$ cat config.mk
export PLATFORM = sky130hd
export DESIGN_NAME = atctl_regs
export DESIGN_NICKNAME = d
export VERILOG_FILES = /design/src/hdl/atctl_pkg.sv /design/src/hdl/atctl_regs.sv
export SDC_FILE = /design/constraint.sdc
export NUM_CORES = 1
export LEC_CHECK = 0
export ABC_AREA = 1
export BUFFER_PORTS_ARGS = -buffer_cell sky130_fd_sc_hd__buf_4
export CORE_MARGIN = 8
export CORE_UTILIZATION = 52
export DETAILED_ROUTE_END_ITERATION = 8
export GPL_ROUTABILITY_DRIVEN = 1
export PLACE_DENSITY = 0.89
export SYNTH_ARGS = -nofsm -noshare
export SYNTH_HDL_FRONTEND = slang
export SYNTH_SLANG_ARGS = --single-unit
$ cat constraint.sdc
create_clock -name CLOCK -period 1.5 [get_ports CLOCK]
set_input_delay 0.225 -clock CLOCK [delete_from_list [all_inputs] [get_ports CLOCK]]
set_output_delay 0.225 -clock CLOCK [all_outputs]
set_load 0.01 [all_outputs]
$ cat src/hdl/atctl_pkg.sv
// package: port addresses, field positions, reset values and types of the cycle timing control registers
package atctl_pkg;
  localparam logic [7:0] ERR_CTRL_ADDR = 8'h61;
  localparam logic [7:0] SPEED_ADDR = 8'h63;
  localparam logic [7:0] NMI_MASK_ADDR = 8'h70;
  localparam logic [7:0] TIMING_PTR_ADDR = 8'h72;
  localparam logic [7:0] TIMING_DATA_ADDR = 8'h73;
  localparam logic [7:0] BUSY_CLR_ADDR = 8'hF0;
  localparam logic [7:0] COP_RST_ADDR = 8'hF1;
  // error control field positions
  localparam int ERR_PARITY_EN_BIT = 2;
  localparam int ERR_CHANNEL_EN_BIT = 3;
  localparam int ERR_CHANNEL_STAT_BIT = 6;
  localparam int ERR_PARITY_STAT_BIT = 7;
  // speed select field positions
  localparam int SPD_STOP_BIT = 2;
  localparam int SPD_LOCK_BIT = 6;
  localparam int SPD_GATE_BIT = 7;
  localparam logic [7:0] SPEED_RESET = 8'h80;
  localparam int NMI_MASK_BIT = 7;
  localparam logic [7:0] NMI_MASK_RESET = 8'h80;
  // enhanced option bits
  localparam int ENH_HOLD_BIT = 2;
  localparam int ENH_ROM_BIT = 3;
  localparam int ENH_DIV_BIT = 3;
  localparam int ENH_RESERVED_BIT = 1;
  // timing register numbers
  localparam logic [3:0] TREG_STROBE_DELAY = 4'h0;
  localparam logic [3:0] TREG_STROBE_WIDTH = 4'h1;
  localparam logic [3:0] TREG_NARROW_CMD = 4'h3;
  localparam logic [3:0] TREG_NARROW_WAIT = 4'h4;
  localparam logic [3:0] TREG_WIDE_IO_WAIT = 4'h5;
  localparam logic [3:0] TREG_WIDE_MEM_CMD = 4'h6;
  localparam logic [3:0] TREG_WIDE_MEM_WAIT = 4'h7;
  localparam logic [3:0] TREG_ZERO_WAIT_MIN = 4'h8;
  localparam logic [3:0] TREG_LOCAL_RD_WAIT = 4'h9;
  localparam logic [3:0] TREG_LOCAL_WR_WAIT = 4'hA;
  localparam logic [3:0] TREG_LOCAL_IO_CMD = 4'hC;
  localparam logic [3:0] TREG_ENHANCED = 4'hD;
  // timing register reset values
  localparam logic [1:0] STROBE_DELAY_RESET = 2'h0;
  localparam logic [3:0] STROBE_WIDTH_RESET = 4'h1;
  localparam logic [3:0] NARROW_CMD_RESET = 4'h1;
  localparam logic [3:0] NARROW_WAIT_RESET = 4'h4;
  localparam logic [3:0] WIDE_IO_WAIT_RESET = 4'h1;
  localparam logic [3:0] WIDE_MEM_CMD_RESET = 4'h0;
  localparam logic [3:0] WIDE_MEM_WAIT_RESET = 4'h1;
  localparam logic [3:0] ZERO_WAIT_MIN_RESET = 4'h0;
  localparam logic [3:0] LOCAL_RD_WAIT_RESET = 4'h1;
  localparam logic [3:0] LOCAL_WR_WAIT_RESET = 4'h1;
  localparam logic [3:0] LOCAL_IO_CMD_RESET = 4'h1;
  localparam logic [3:0] ENHANCED_RESET = 4'h0;
  // clock periods in wait-state and divider units
  localparam int WAIT_STATE_CLOCKS = 2;
  localparam logic [2:0] BUS_DIV_FAST = 3'h6;
  localparam logic [3:0] DMA_DIV_FAST = 4'hC;
  localparam logic [2:0] BUS_DIV_NORMAL = 3'h2;
  localparam logic [3:0] DMA_DIV_NORMAL = 4'h4;
  localparam int COP_RESET_NS = 100;
  localparam int CLOCK_NS = 10;
  localparam int COP_RESET_CYCLES = (COP_RESET_NS + CLOCK_NS - 1) / CLOCK_NS;
  localparam logic [3:0] COP_RESET_COUNT = 4'(COP_RESET_CYCLES);

  typedef struct packed {
    logic [1:0] strobe_delay;
    logic [3:0] strobe_width;
    logic [3:0] narrow_cmd_delay;
    logic [3:0] narrow_wait_states;
    logic [3:0] wide_io_wait_states;
    logic [3:0] wide_mem_cmd_delay;
    logic [3:0] wide_mem_wait_states;
    logic [3:0] zero_wait_minimum;
    logic [3:0] local_read_wait_states;
    logic [3:0] local_write_wait_states;
    logic [3:0] local_io_cmd_delay;
    logic [3:0] enhanced_options;
  } atctl_timing_t;

  typedef struct packed {
    logic [4:0] cmd_delay;
    logic [5:0] wait_clocks;
    logic [5:0] zero_wait_clocks;
    logic extra_hold;
    logic rom_select;
  } atctl_cycle_t;
endpackage

$ cat src/hdl/atctl_regs.sv
// module: cycle timing control registers behind cpu i/o ports
`timescale 1ns/1ns
module atctl_regs
  import atctl_pkg::*;
(
  input wire logic CLOCK,
  input wire logic RST_N,
  input wire logic IO_WR,
  input wire logic IO_RD,
  input wire logic [7:0] IO_ADDR,
  input wire logic [7:0] IO_WDATA,
  output logic [7:0] IO_RDATA,
  output logic [7:0] IO_RDATA_OE,
  input wire logic PARITY_FAIL_INPUT,
  input wire logic IO_CHANNEL_CHECK_N,
  input wire logic ONBOARD_SELECT,
  input wire logic MEM_CYCLE,
  input wire logic WRITE_CYCLE,
  input wire logic IO_WIDE_ACK,
  input wire logic MEM_WIDE_ACK,
  input wire logic COPROC_WINDOW_SELECT,
  input wire logic COPROC_ERROR_N,
  input wire logic COPROC_BUSY_N,
  input wire logic HIGH_SPEED,
  output atctl_timing_t TIMING,
  output atctl_cycle_t CYCLE,
  output logic ROM_CHIP_SELECT,
  output logic PARITY_CHECK_QUALIFIED,
  output logic CLOCK_STOP,
  output logic [7:0] SPEED_SETTING,
  output logic NMI_MASK,
  output logic BUS_CLOCK_OUT,
  output logic DMA_CLOCK_OUT,
  output logic CPU_BUSY_OUT_N,
  output logic COPROC_RESET
);

  logic [1:0] parity_sync_reg;
  logic [1:0] check_sync_reg;
  logic [1:0] err_sync_reg;
  logic [1:0] busy_sync_reg;
  logic [7:0] err_ctrl_reg;
  logic parity_stat_reg;
  logic [7:0] speed_reg;
  logic [7:0] nmi_reg;
  logic [3:0] pointer_reg;
  atctl_timing_t timing_reg;
  logic busy_latch_reg;
  logic [3:0] cop_rst_cnt_reg;
  logic [2:0] bus_div_reg;
  logic [3:0] dma_div_reg;
  logic bus_clk_reg;
  logic dma_clk_reg;
  logic [7:0] rdata_reg;
  logic [7:0] rdata_oe_reg;
  logic wr_err;
  logic wr_speed;
  logic wr_data;
  logic wr_busy_clr;
  logic wr_cop_rst;
  logic parity_en;
  logic fast_div;
  logic [2:0] bus_half;
  logic [3:0] dma_half;
  logic parity_seen;

  assign wr_err = IO_WR && (IO_ADDR == ERR_CTRL_ADDR);
  assign wr_speed = IO_WR && (IO_ADDR == SPEED_ADDR);
  assign wr_data = IO_WR && (IO_ADDR == TIMING_DATA_ADDR);
  assign wr_busy_clr = IO_WR && (IO_ADDR == BUSY_CLR_ADDR);
  assign wr_cop_rst = IO_WR && (IO_ADDR == COP_RST_ADDR);
  assign parity_en = err_ctrl_reg[ERR_PARITY_EN_BIT];

  // two-stage synchronisers for pin inputs
  always_ff @(posedge CLOCK or negedge RST_N) begin
    if (!RST_N) begin
      parity_sync_reg <= 2'h0;
      check_sync_reg <= 2'h3;
      err_sync_reg <= 2'h3;
      busy_sync_reg <= 2'h3;
    end else begin
      parity_sync_reg <= {parity_sync_reg[0], PARITY_FAIL_INPUT};
      check_sync_reg <= {check_sync_reg[0], IO_CHANNEL_CHECK_N};
      err_sync_reg <= {err_sync_reg[0], COPROC_ERROR_N};
      busy_sync_reg <= {busy_sync_reg[0], COPROC_BUSY_N};
    end
  end

  // error control masks, both disabled at reset
  always_ff @(posedge CLOCK or negedge RST_N) begin
    if (!RST_N) begin
      err_ctrl_reg <= 8'h00;
    end else if (wr_err) begin
      err_ctrl_reg <= IO_WDATA;
    end
  end

  // parity failures on on-board memory reads not from rom cycles latch while enabled; clearing the enable clears
  assign parity_seen = parity_sync_reg[1] && ONBOARD_SELECT && MEM_CYCLE && !WRITE_CYCLE && !ROM_CHIP_SELECT;
  always_ff @(posedge CLOCK or negedge RST_N) begin
    if (!RST_N) begin
      parity_stat_reg <= 1'b0;
    end else if (parity_en && parity_seen) begin
      parity_stat_reg <= 1'b1;
    end else if (!parity_en) begin
      parity_stat_reg <= 1'b0;
    end
  end

  // read of error port: only bits 6 and 7 are driven
  always_ff @(posedge CLOCK or negedge RST_N) begin
    if (!RST_N) begin
      rdata_reg <= 8'h00;
      rdata_oe_reg <= 8'h00;
    end else if (IO_RD && (IO_ADDR == ERR_CTRL_ADDR)) begin
      rdata_reg <= 8'h00;
      rdata_reg[ERR_PARITY_STAT_BIT] <= parity_stat_reg;
      rdata_reg[ERR_CHANNEL_STAT_BIT] <= err_ctrl_reg[ERR_CHANNEL_EN_BIT] && !check_sync_reg[1];
      rdata_oe_reg <= 8'hC0;
    end else begin
      rdata_reg <= 8'h00;
      rdata_oe_reg <= 8'h00;
    end
  end
  assign IO_RDATA = rdata_reg;
  assign IO_RDATA_OE = rdata_oe_reg;

  // speed select: lock bit gates later writes
  always_ff @(posedge CLOCK or negedge RST_N) begin
    if (!RST_N) begin
      speed_reg <= SPEED_RESET;
    end else if (wr_speed && !speed_reg[SPD_LOCK_BIT] && !IO_WDATA[SPD_GATE_BIT]) begin
      speed_reg <= IO_WDATA;
    end else if (wr_speed && !IO_WDATA[SPD_GATE_BIT]) begin
      speed_reg[SPD_LOCK_BIT] <= IO_WDATA[SPD_LOCK_BIT];
    end
  end
  assign SPEED_SETTING = speed_reg;
  assign CLOCK_STOP = speed_reg[SPD_STOP_BIT];

  // nmi mask
  always_ff @(posedge CLOCK or negedge RST_N) begin
    if (!RST_N) begin
      nmi_reg <= NMI_MASK_RESET;
    end else if (IO_WR && (IO_ADDR == NMI_MASK_ADDR)) begin
      nmi_reg <= IO_WDATA;
    end
  end
  assign NMI_MASK = nmi_reg[NMI_MASK_BIT];

  // pointer register number from bits 7,6,3,2
  always_ff @(posedge CLOCK or negedge RST_N) begin
    if (!RST_N) begin
      pointer_reg <= 4'h0;
    end else if (IO_WR && (IO_ADDR == TIMING_PTR_ADDR)) begin
      pointer_reg <= {IO_WDATA[7], IO_WDATA[6], IO_WDATA[3], IO_WDATA[2]};
    end
  end

  // indexed timing registers
  always_ff @(posedge CLOCK or negedge RST_N) begin
    if (!RST_N) begin
      timing_reg.strobe_delay <= STROBE_DELAY_RESET;
      timing_reg.strobe_width <= STROBE_WIDTH_RESET;
      timing_reg.narrow_cmd_delay <= NARROW_CMD_RESET;
      timing_reg.narrow_wait_states <= NARROW_WAIT_RESET;
      timing_reg.wide_io_wait_states <= WIDE_IO_WAIT_RESET;
      timing_reg.wide_mem_cmd_delay <= WIDE_MEM_CMD_RESET;
      timing_reg.wide_mem_wait_states <= WIDE_MEM_WAIT_RESET;
      timing_reg.zero_wait_minimum <= ZERO_WAIT_MIN_RESET;
      timing_reg.local_read_wait_states <= LOCAL_RD_WAIT_RESET;
      timing_reg.local_write_wait_states <= LOCAL_WR_WAIT_RESET;
      timing_reg.local_io_cmd_delay <= LOCAL_IO_CMD_RESET;
      timing_reg.enhanced_options <= ENHANCED_RESET;
    end else if (wr_data && !speed_reg[SPD_LOCK_BIT]) begin
      case (pointer_reg)
        TREG_STROBE_DELAY: timing_reg.strobe_delay <= IO_WDATA[1:0];
        TREG_STROBE_WIDTH: begin
          if (IO_WDATA[3:0] != 4'h0) begin
            timing_reg.strobe_width <= IO_WDATA[3:0];
          end
        end
        TREG_NARROW_CMD: timing_reg.narrow_cmd_delay <= IO_WDATA[3:0];
        TREG_NARROW_WAIT: timing_reg.narrow_wait_states <= IO_WDATA[3:0];
        TREG_WIDE_IO_WAIT: timing_reg.wide_io_wait_states <= IO_WDATA[3:0];
        TREG_WIDE_MEM_CMD: timing_reg.wide_mem_cmd_delay <= IO_WDATA[3:0];
        TREG_WIDE_MEM_WAIT: timing_reg.wide_mem_wait_states <= IO_WDATA[3:0];
        TREG_ZERO_WAIT_MIN: timing_reg.zero_wait_minimum <= IO_WDATA[3:0];
        TREG_LOCAL_RD_WAIT: timing_reg.local_read_wait_states <= IO_WDATA[3:0];
        TREG_LOCAL_WR_WAIT: timing_reg.local_write_wait_states <= IO_WDATA[3:0];
        TREG_LOCAL_IO_CMD: timing_reg.local_io_cmd_delay <= IO_WDATA[3:0];
        TREG_ENHANCED: timing_reg.enhanced_options <= {IO_WDATA[7], IO_WDATA[6], 1'b0, IO_WDATA[2]};
        default: timing_reg <= timing_reg;
      endcase
    end
  end
  assign TIMING = timing_reg;

  // options packed as {bit7, bit6, 0, bit2}
  assign ROM_CHIP_SELECT = timing_reg.enhanced_options[ENH_ROM_BIT - 1] && COPROC_WINDOW_SELECT;
  assign PARITY_CHECK_QUALIFIED = parity_en && !ROM_CHIP_SELECT;

  // cycle parameters selected by cycle type
  always_comb begin
    CYCLE = '0;
    CYCLE.zero_wait_clocks = 6'(timing_reg.zero_wait_minimum * WAIT_STATE_CLOCKS);
    CYCLE.extra_hold = timing_reg.enhanced_options[0] && HIGH_SPEED && !ONBOARD_SELECT;
    CYCLE.rom_select = ROM_CHIP_SELECT;
    if (ONBOARD_SELECT && MEM_CYCLE) begin
      CYCLE.cmd_delay = 5'h00;
      CYCLE.wait_clocks = 6'((WRITE_CYCLE ? timing_reg.local_write_wait_states
                                          : timing_reg.local_read_wait_states) * WAIT_STATE_CLOCKS);
    end else if (ONBOARD_SELECT) begin
      CYCLE.cmd_delay = {1'b0, timing_reg.local_io_cmd_delay};
      CYCLE.wait_clocks = 6'((WRITE_CYCLE ? timing_reg.local_write_wait_states
                                          : timing_reg.local_read_wait_states) * WAIT_STATE_CLOCKS);
    end else if (MEM_CYCLE && MEM_WIDE_ACK) begin
      CYCLE.cmd_delay = {1'b0, timing_reg.wide_mem_cmd_delay};
      CYCLE.wait_clocks = 6'(timing_reg.wide_mem_wait_states * WAIT_STATE_CLOCKS);
    end else if (!MEM_CYCLE && IO_WIDE_ACK) begin
      CYCLE.cmd_delay = {1'b0, timing_reg.narrow_cmd_delay};
      CYCLE.wait_clocks = 6'(timing_reg.wide_io_wait_states * WAIT_STATE_CLOCKS);
    end else begin
      CYCLE.cmd_delay = {1'b0, timing_reg.narrow_cmd_delay};
      CYCLE.wait_clocks = 6'(timing_reg.narrow_wait_states * WAIT_STATE_CLOCKS);
    end
  end

  // bus and dma clock dividers, frozen while stopped
  assign fast_div = timing_reg.enhanced_options[ENH_DIV_BIT] && HIGH_SPEED;
  assign bus_half = fast_div ? 3'(BUS_DIV_FAST >> 1) : 3'(BUS_DIV_NORMAL >> 1);
  assign dma_half = fast_div ? 4'(DMA_DIV_FAST >> 1) : 4'(DMA_DIV_NORMAL >> 1);
  always_ff @(posedge CLOCK or negedge RST_N) begin
    if (!RST_N) begin
      bus_div_reg <= 3'h0;
      bus_clk_reg <= 1'b0;
    end else if (!CLOCK_STOP) begin
      if (bus_div_reg >= bus_half - 3'h1) begin
        bus_div_reg <= 3'h0;
        bus_clk_reg <= !bus_clk_reg;
      end else begin
        bus_div_reg <= bus_div_reg + 3'h1;
      end
    end
  end
  always_ff @(posedge CLOCK or negedge RST_N) begin
    if (!RST_N) begin
      dma_div_reg <= 4'h0;
      dma_clk_reg <= 1'b0;
    end else if (!CLOCK_STOP) begin
      if (dma_div_reg >= dma_half - 4'h1) begin
        dma_div_reg <= 4'h0;
        dma_clk_reg <= !dma_clk_reg;
      end else begin
        dma_div_reg <= dma_div_reg + 4'h1;
      end
    end
  end
  assign BUS_CLOCK_OUT = bus_clk_reg;
  assign DMA_CLOCK_OUT = dma_clk_reg;

  // coprocessor error latch: error while busy sets, port write releases
  always_ff @(posedge CLOCK or negedge RST_N) begin
    if (!RST_N) begin
      busy_latch_reg <= 1'b0;
    end else if (!err_sync_reg[1] && !busy_sync_reg[1]) begin
      busy_latch_reg <= 1'b1;
    end else if (wr_busy_clr || COPROC_RESET) begin
      busy_latch_reg <= 1'b0;
    end
  end
  assign CPU_BUSY_OUT_N = busy_sync_reg[1] && !busy_latch_reg;

  // coprocessor reset pulse, also held during system reset
  always_ff @(posedge CLOCK or negedge RST_N) begin
    if (!RST_N) begin
      cop_rst_cnt_reg <= COP_RESET_COUNT;
    end else if (wr_cop_rst) begin
      cop_rst_cnt_reg <= COP_RESET_COUNT;
    end else if (cop_rst_cnt_reg != 4'h0) begin
      cop_rst_cnt_reg <= cop_rst_cnt_reg - 4'h1;
    end
  end
  assign COPROC_RESET = (cop_rst_cnt_reg != 4'h0);

  // assertions
  // counts unbroken high cycles of the coprocessor reset since the last port write
  logic [3:0] cop_len_reg;
  always_ff @(posedge CLOCK or negedge RST_N) begin
    if (!RST_N) begin
      cop_len_reg <= 4'h0;
    end else if (wr_cop_rst || !COPROC_RESET) begin
      cop_len_reg <= 4'h0;
    end else if (cop_len_reg != 4'hF) begin
      cop_len_reg <= cop_len_reg + 4'h1;
    end
  end
endmodule // atctl_regs

==> flow_summary_export.csv, run 1 <==
group,metric,value,unit
status,status,"finished with violations",
status,failed_checks,"setup timing",
grt,grt_use_total,21.0,%
logic_synthesis,synth-seq-cells,86,
setup_path,worstReg2RegStart,"cop_rst_cnt_reg[1]$_DFFE_PN1P_",
floorplanning,initial_core_util,52.6,%
power_and_ir_drop,ir_drop,1.11,mV
sta,fin_skew,13.5,ps
detailed_routing,avgViaCountPerCell,5.21,
placement,gp_congestion,0.866,
clock_network,cts_tree,"yes",
sta,max_freq,0.617,GHz
power_and_ir_drop,p_total,0.00555,W
grt,grt_pass1_wl,19500,um
finish,area_delta_synth_final,35.8,%
logic_synthesis,syn-cell-area,4240,um2
power_and_ir_drop,power.leakage,3.17,nW
logic_synthesis,ys_types,29,
finish,largest_reg_flops,45,
finish,finalNetCount,717,
placement,hpwl,8840,um
floorplanning,die_w,106,um
setup_path,critPathKind,"flip-flop to output port",
clock_network,clock_sinks,86,
sta,finalCritPeriodShare,108,%
job,drv_cap,0,
setup_path,startpoint,"cop_rst_cnt_reg[1]$_DFFE_PN1P_",
clock_network,cts_buffers,9,
sta,finalHoldViolations,0,
floorplanning,rows,33,
sta,period_minus_slack,1620,ps
detailed_routing,ant_nets,0,
detailed_routing,route.detailed.drc,0,
logic_synthesis,yosys_warnings,0,
placement,numPortBuffers,109,
grt,overflow,0,
sta,setup_viol,3,
logic_synthesis,synth_cells,527,
finish,final_common_cell,"nand2_1",
sta,rsz0062_at_grt,"yes",
floorplanning,die_area,11300,um2
sta,finalMaxSlewViolations,0,
hold_path,worstHoldPathType,"primary input to flip-flop",
finish,diodes,0,
floorplanning,io_pins,128,
setup_path,critPathLaunchType,"flip-flop",
floorplanning,core,8050,um2
grt,grt_pass1_vias,4089,
setup_path,cp.arrival,1400,ps
power_and_ir_drop,power_density,964,nW/um2
grt,grt_max_degree,50,
detailed_routing,wl_per_cell,15.9,um
grt,antenna_found_initial,0,
sta,hold_ws,154,ps
placement,placed_cells,742,
grt,use_met3,4.30,%
setup_path,worstPathRequired,1270,ps
sta,setup_slack,-120,ps
detailed_routing,wirelength,12500,um
grt,met2_usage,36.9,%
floorplanning,die_h,106,um
logic_synthesis,seq_area_frac_synth,51.3,%
setup_path,path_max_fanout,2,
clock_network,root_buffer,"clkbuf_8",
detailed_routing,drt_iter0_drc,301,
hold_path,hold_start,"IO_WDATA[6]",
detailed_routing,first_pass_iters,5,
finish,final_cell_mix,"178 x nand2_1, 150 x buf_4, 68 x dfrtp_1, 62 x nand3_1, 41 x nor2_1",
clock_network,htreeDepth,3,
finish,stdcell_count,787,
detailed_routing,route.vias.total,4097,
grt,gr-usage-met1,24.6,%
grt,grt_busiest_layer,"met2",
clock_network,clk_latency,350,ps
finish,drive_gt1_share,31.7,%
clock_network,clock_path_buffers,2,
setup_path,end_kind,"output port",
logic_synthesis,avgSynthCellArea,8.04,um2
clock_network,cts.clk_slew.worst_paths,80,ps
placement,place_ws,-18.5,ps
[layout make-up]
cell class / count / area [um2]
Clock buffer: 11 / 151
Clock inverter: 4 / 70.1
Fill cell: 597 / 2290
Inverter: 43 / 164
Multi-Input combinational cell: 378 / 1790
Sequential cell: 86 / 2170
Tap cell: 105 / 131
Timing Repair Buffer: 160 / 1280
[metal layers]
metal,up-vias,wire (um)
li1,1940,-
met1,1958,4860
met2,168,6530
met3,31,832
met4,0,269
met5,-,0
[critical path: stages (launching register included)]
cell,delay (ps)
dfstp_2,550
inv_2,50
ha_4,160
inv_4,60
nor3_4,40
inv_2,80
buf_6,100
[through the flow]
stage               instance area (um2)  TNS (ps)  util [%]
floorplan                          4300         0         -
CTS                                5590      -189      69.4
global route                       5760      -386      71.5
finish                             5760      -188      71.5
global placement                   5180         0      64.3
detailed placement                 5180     -18.5      64.3
[repair_timing]
| action | CTS | global route |
|---|---|---|
| buffers inserted | 11 | 13 |
| gates resized for setup | 22 | 12 |
| hold endpoints to repair | 31 | 0 |
| pin swaps | 4 | 8 |
| endpoints found under the setup margin | 4 | 49 |
| cloned | 0 | 2 |
| hold buffers | 5 | 0 |
[synth_stat cells]
master	count	area share, %
nor2_2	2	0.30
inv_2	1	0.088
nand2_1	183	16
clkbuf_1	6	0.53
inv_1	42	3.7
or2_1	1	0.15
xnor2_1	3	0.62
nor3_2	1	0.24
nand2_2	1	0.15
nand4_2	1	0.30
a31oi_1	1	0.15
buf_6	3	0.80
and2_1	1	0.15
o21ai_0	23	2.7
and2_0	1	0.15
nor3_1	5	0.59
nand3_1	66	7.8
buf_4	26	4.6
dfstp_2	18	11
or2_2	1	0.15
dfrtp_1	68	40
buf_2	2	0.24
nand3b_1	2	0.35
o22ai_1	1	0.15
nand4_1	14	2.1
a21oi_1	3	0.35
nor2_1	42	3.7
ha_1	8	2.4
conb_1	1	0.088
[cell families (layout without fill, tap and decap cells)]
kind of cell / Yosys count / after routing / share of synthesized area [%]
AOI/OAI and AO/OA: 28 / 28 / 3.36
xor gates and xnor gates: 3 / 3 / 0.620
adders and majority gates: 8 / 8 / 2.36
buffers and inverters: 80 / 218 / 9.98
DFF: 86 / 86 / 51.3
other: 1 / 18 / 0.0885
and+or+nand+nor: 321 / 321 / 32.3
[worst paths after layout]
| kind | depth (start not counted) | endpoint | slack (ps) |
|---|---|---|---|
| worst max-delay path | 6 | COPROC_RESET | -120 |
| worst min-delay path | 3 | TIMING[2]$_DFFE_PN0P_ | 150 |
| worst max register to register | 9 | cop_rst_cnt_reg[0]$_DFFE_PN0P_ | 50 |
| worst min register to register | 0 | busy_sync_reg[1]$_DFF_PN1_ | 360 |
| max in group asynchronous | 3 | TIMING[12]$_DFFE_PN1P_ | 500 |
| min in group asynchronous | 2 | TIMING[33]$_DFFE_PN0P_ | 360 |
[power by group]
part           leakage, nW  internal (W)  switching (W)
Sequential            1.11       0.00248       0.000108
Combinational         1.94      0.000554       0.000597
Clock                0.115       0.00102       0.000797
Total                 3.17       0.00405        0.00150
Note: power is estimated with default switching activity, not from simulation.
==> inputs of run 2 (changes only) <==
--- a/config.mk
+++ b/config.mk
@@ -8,10 +8,10 @@
 export ABC_AREA = 1
 export BUFFER_PORTS_ARGS = -buffer_cell sky130_fd_sc_hd__buf_4
 export CORE_MARGIN = 8
-export CORE_UTILIZATION = 52
+export CORE_UTILIZATION = 53
 export DETAILED_ROUTE_END_ITERATION = 8
 export GPL_ROUTABILITY_DRIVEN = 1
-export PLACE_DENSITY = 0.89
+export PLACE_DENSITY = 0.9
 export SYNTH_ARGS = -nofsm -noshare
 export SYNTH_HDL_FRONTEND = slang
 export SYNTH_SLANG_ARGS = --single-unit
==> constraint.sdc (replaced) <==
create_clock -name CLOCK -period 1.9 [get_ports CLOCK]
set_input_delay 0.285 -clock CLOCK [delete_from_list [all_inputs] [get_ports CLOCK]]
set_output_delay 0.285 -clock CLOCK [all_outputs]
set_load 0.01 [all_outputs]
==> flow_summary_export.csv, run 2 (synthesis results as in run 1) <==
group,metric,value,unit
grt,antenna_found_initial,0,
floorplanning,core,7730,um2
grt,grt_use_total,20.3,%
floorplanning,die_h,105,um
detailed_routing,drt_iter0_drc,169,
detailed_routing,route.vias.total,3841,
power_and_ir_drop,ir_drop,0.575,mV
placement,hpwl,8600,um
sta,finalCritPeriodShare,94.8,%
sta,tns,0,ps
detailed_routing,first_pass_iters,4,
finish,stdcell_count,738,
placement,placed_cells,721,
status,status,"complete, no violations",
finish,final_cell_mix,"183 x nand2_1, 110 x buf_4, 68 x dfrtp_1, 66 x nand3_1, 42 x nor2_1",
sta,period_minus_slack,1800,ps
job,drv_cap,0,
grt,grt_pass1_vias,3881,
sta,max_freq,0.555,GHz
clock_network,clock_path_buffers,2,
clock_network,cts.clk_slew.worst_paths,90,ps
floorplanning,io_pins,128,
finish,finalNetCount,670,
floorplanning,die_area,11100,um2
finish,largest_reg_flops,45,
placement,gp_congestion,0.913,
detailed_routing,avgViaCountPerCell,5.20,
clock_network,cts_buffers,9,
grt,overflow,0,
setup_path,end_kind,"output port",
floorplanning,rows,32,
finish,final_area,5290,um2
clock_network,clk_latency,350,ps
sta,finalHoldViolations,0,
detailed_routing,ant_nets,0,
setup_path,critPathKind,"flip-flop to output port",
sta,rsz0062_at_grt,"no",
sta,fin_skew,5.94,ps
setup_path,worstPathRequired,1620,ps
setup_path,cp.arrival,1520,ps
clock_network,cts_tree,"yes",
finish,drive_gt1_share,24.4,%
finish,final_common_cell,"nand2_1",
finish,diodes,0,
grt,grt_max_degree,58,
detailed_routing,route.detailed.drc,0,
hold_path,worstHoldPathType,"primary input to flip-flop",
floorplanning,initial_core_util,54.9,%
clock_network,post-cts-setup-buffer-count,0,
clock_network,htreeDepth,3,
detailed_routing,wirelength,11100,um
finish,area_delta_synth_final,24.7,%
sta,setup_viol,0,
placement,numPortBuffers,109,
power_and_ir_drop,power_density,777,nW/um2
setup_path,rrSetupSlack,410,ps
clock_network,root_buffer,"clkbuf_8",
setup_path,path_max_fanout,5,
sta,finalMaxSlewViolations,0,
grt,grt_pass1_wl,18500,um
floorplanning,die_w,105,um
power_and_ir_drop,power.leakage,2.90,nW
placement,post_dp_cell_area,5040,um2
detailed_routing,wl_per_cell,15.1,um
setup_path,critPathLaunchType,"flip-flop",
clock_network,clock_sinks,86,
run 2: cell types whose count changed in the layout (fill, tap and decap cells not counted), moves of 5 or more:
cell	change
buf_4	-40
o21ai_0	+8
nand2_1	+5
nand2_2	-5
o21ai_1	-5
run 2: worst paths after layout:
check                                                    start                              to  cells after the start
worst min-delay path                             COPROC_BUSY_N      busy_sync_reg[0]$_DFF_PN1_                      1
worst max-delay path            cop_rst_cnt_reg[0]$_DFFE_PN0P_                    COPROC_RESET                      6
worst max register to register      pointer_reg[2]$_DFFE_PN0P_          TIMING[26]$_DFFE_PN0P_                      6
min in group asynchronous                                RST_N  cop_rst_cnt_reg[0]$_DFFE_PN0P_                      2
max in group asynchronous                                RST_N          TIMING[40]$_DFFE_PN1P_                      3
worst min register to register      busy_sync_reg[0]$_DFF_PN1_      busy_sync_reg[1]$_DFF_PN1_                      0
run 2: timing repair:
action | CTS | global route
endpoints found under the setup margin | 1 | 1
resized for setup | 1 | 1
endpoints found under the hold margin | 19 | 0
cloned | 0 | 0
hold buffers | 1 | 0
run 2: routing by layer:
layer / up-vias / global-route usage, % / wire [um]
met5: - / 0 / 0
met4: 0 / 8.26 / 283
met3: 30 / 5.48 / 946
met2: 153 / 33.9 / 5430
met1: 1813 / 24.3 / 4480
li1: 1845 / - / -
run 2: power breakdown:
group	internal, W	switching [W]
registers	0.00196	0.0000732
clock network	0.000813	0.000662
logic	0.000241	0.000366
total	0.00301	0.00110
run 2: area by class of cell:
cell class / instances / area (um2)
Tap cell: 102 / 128
Fill cell: 632 / 2440
Clock inverter: 5 / 81.3
Clock buffer: 11 / 151
Sequential cell: 86 / 2170
Multi-Input combinational cell: 378 / 1720
Inverter: 43 / 161
Timing Repair Buffer: 113 / 876
run 2: per-stage QoR:
step | utilization [%] | power, W | hold slack (ps) | setup slack (ps)
finish | 68.4 | 0.00411 | 35.1 | 99.3
global route | 68.4 | 0.00426 | 18.0 | 1.34
CTS | 68.4 | 0.00412 | 25.0 | 36.6
detailed placement | 65.2 | 0.00266 | 215 | 349
global placement | 65.2 | 0.00260 | 209 | 415
floorplan | - | 0.00240 | -10.6 | 593
run 2: worst max-delay path, stage by stage, from the launching register on:
cell	delay, ps
dfrtp_1	390
inv_1	120
ha_1	160
inv_1	60
nor3_2	190
inv_2	100
buf_4	150
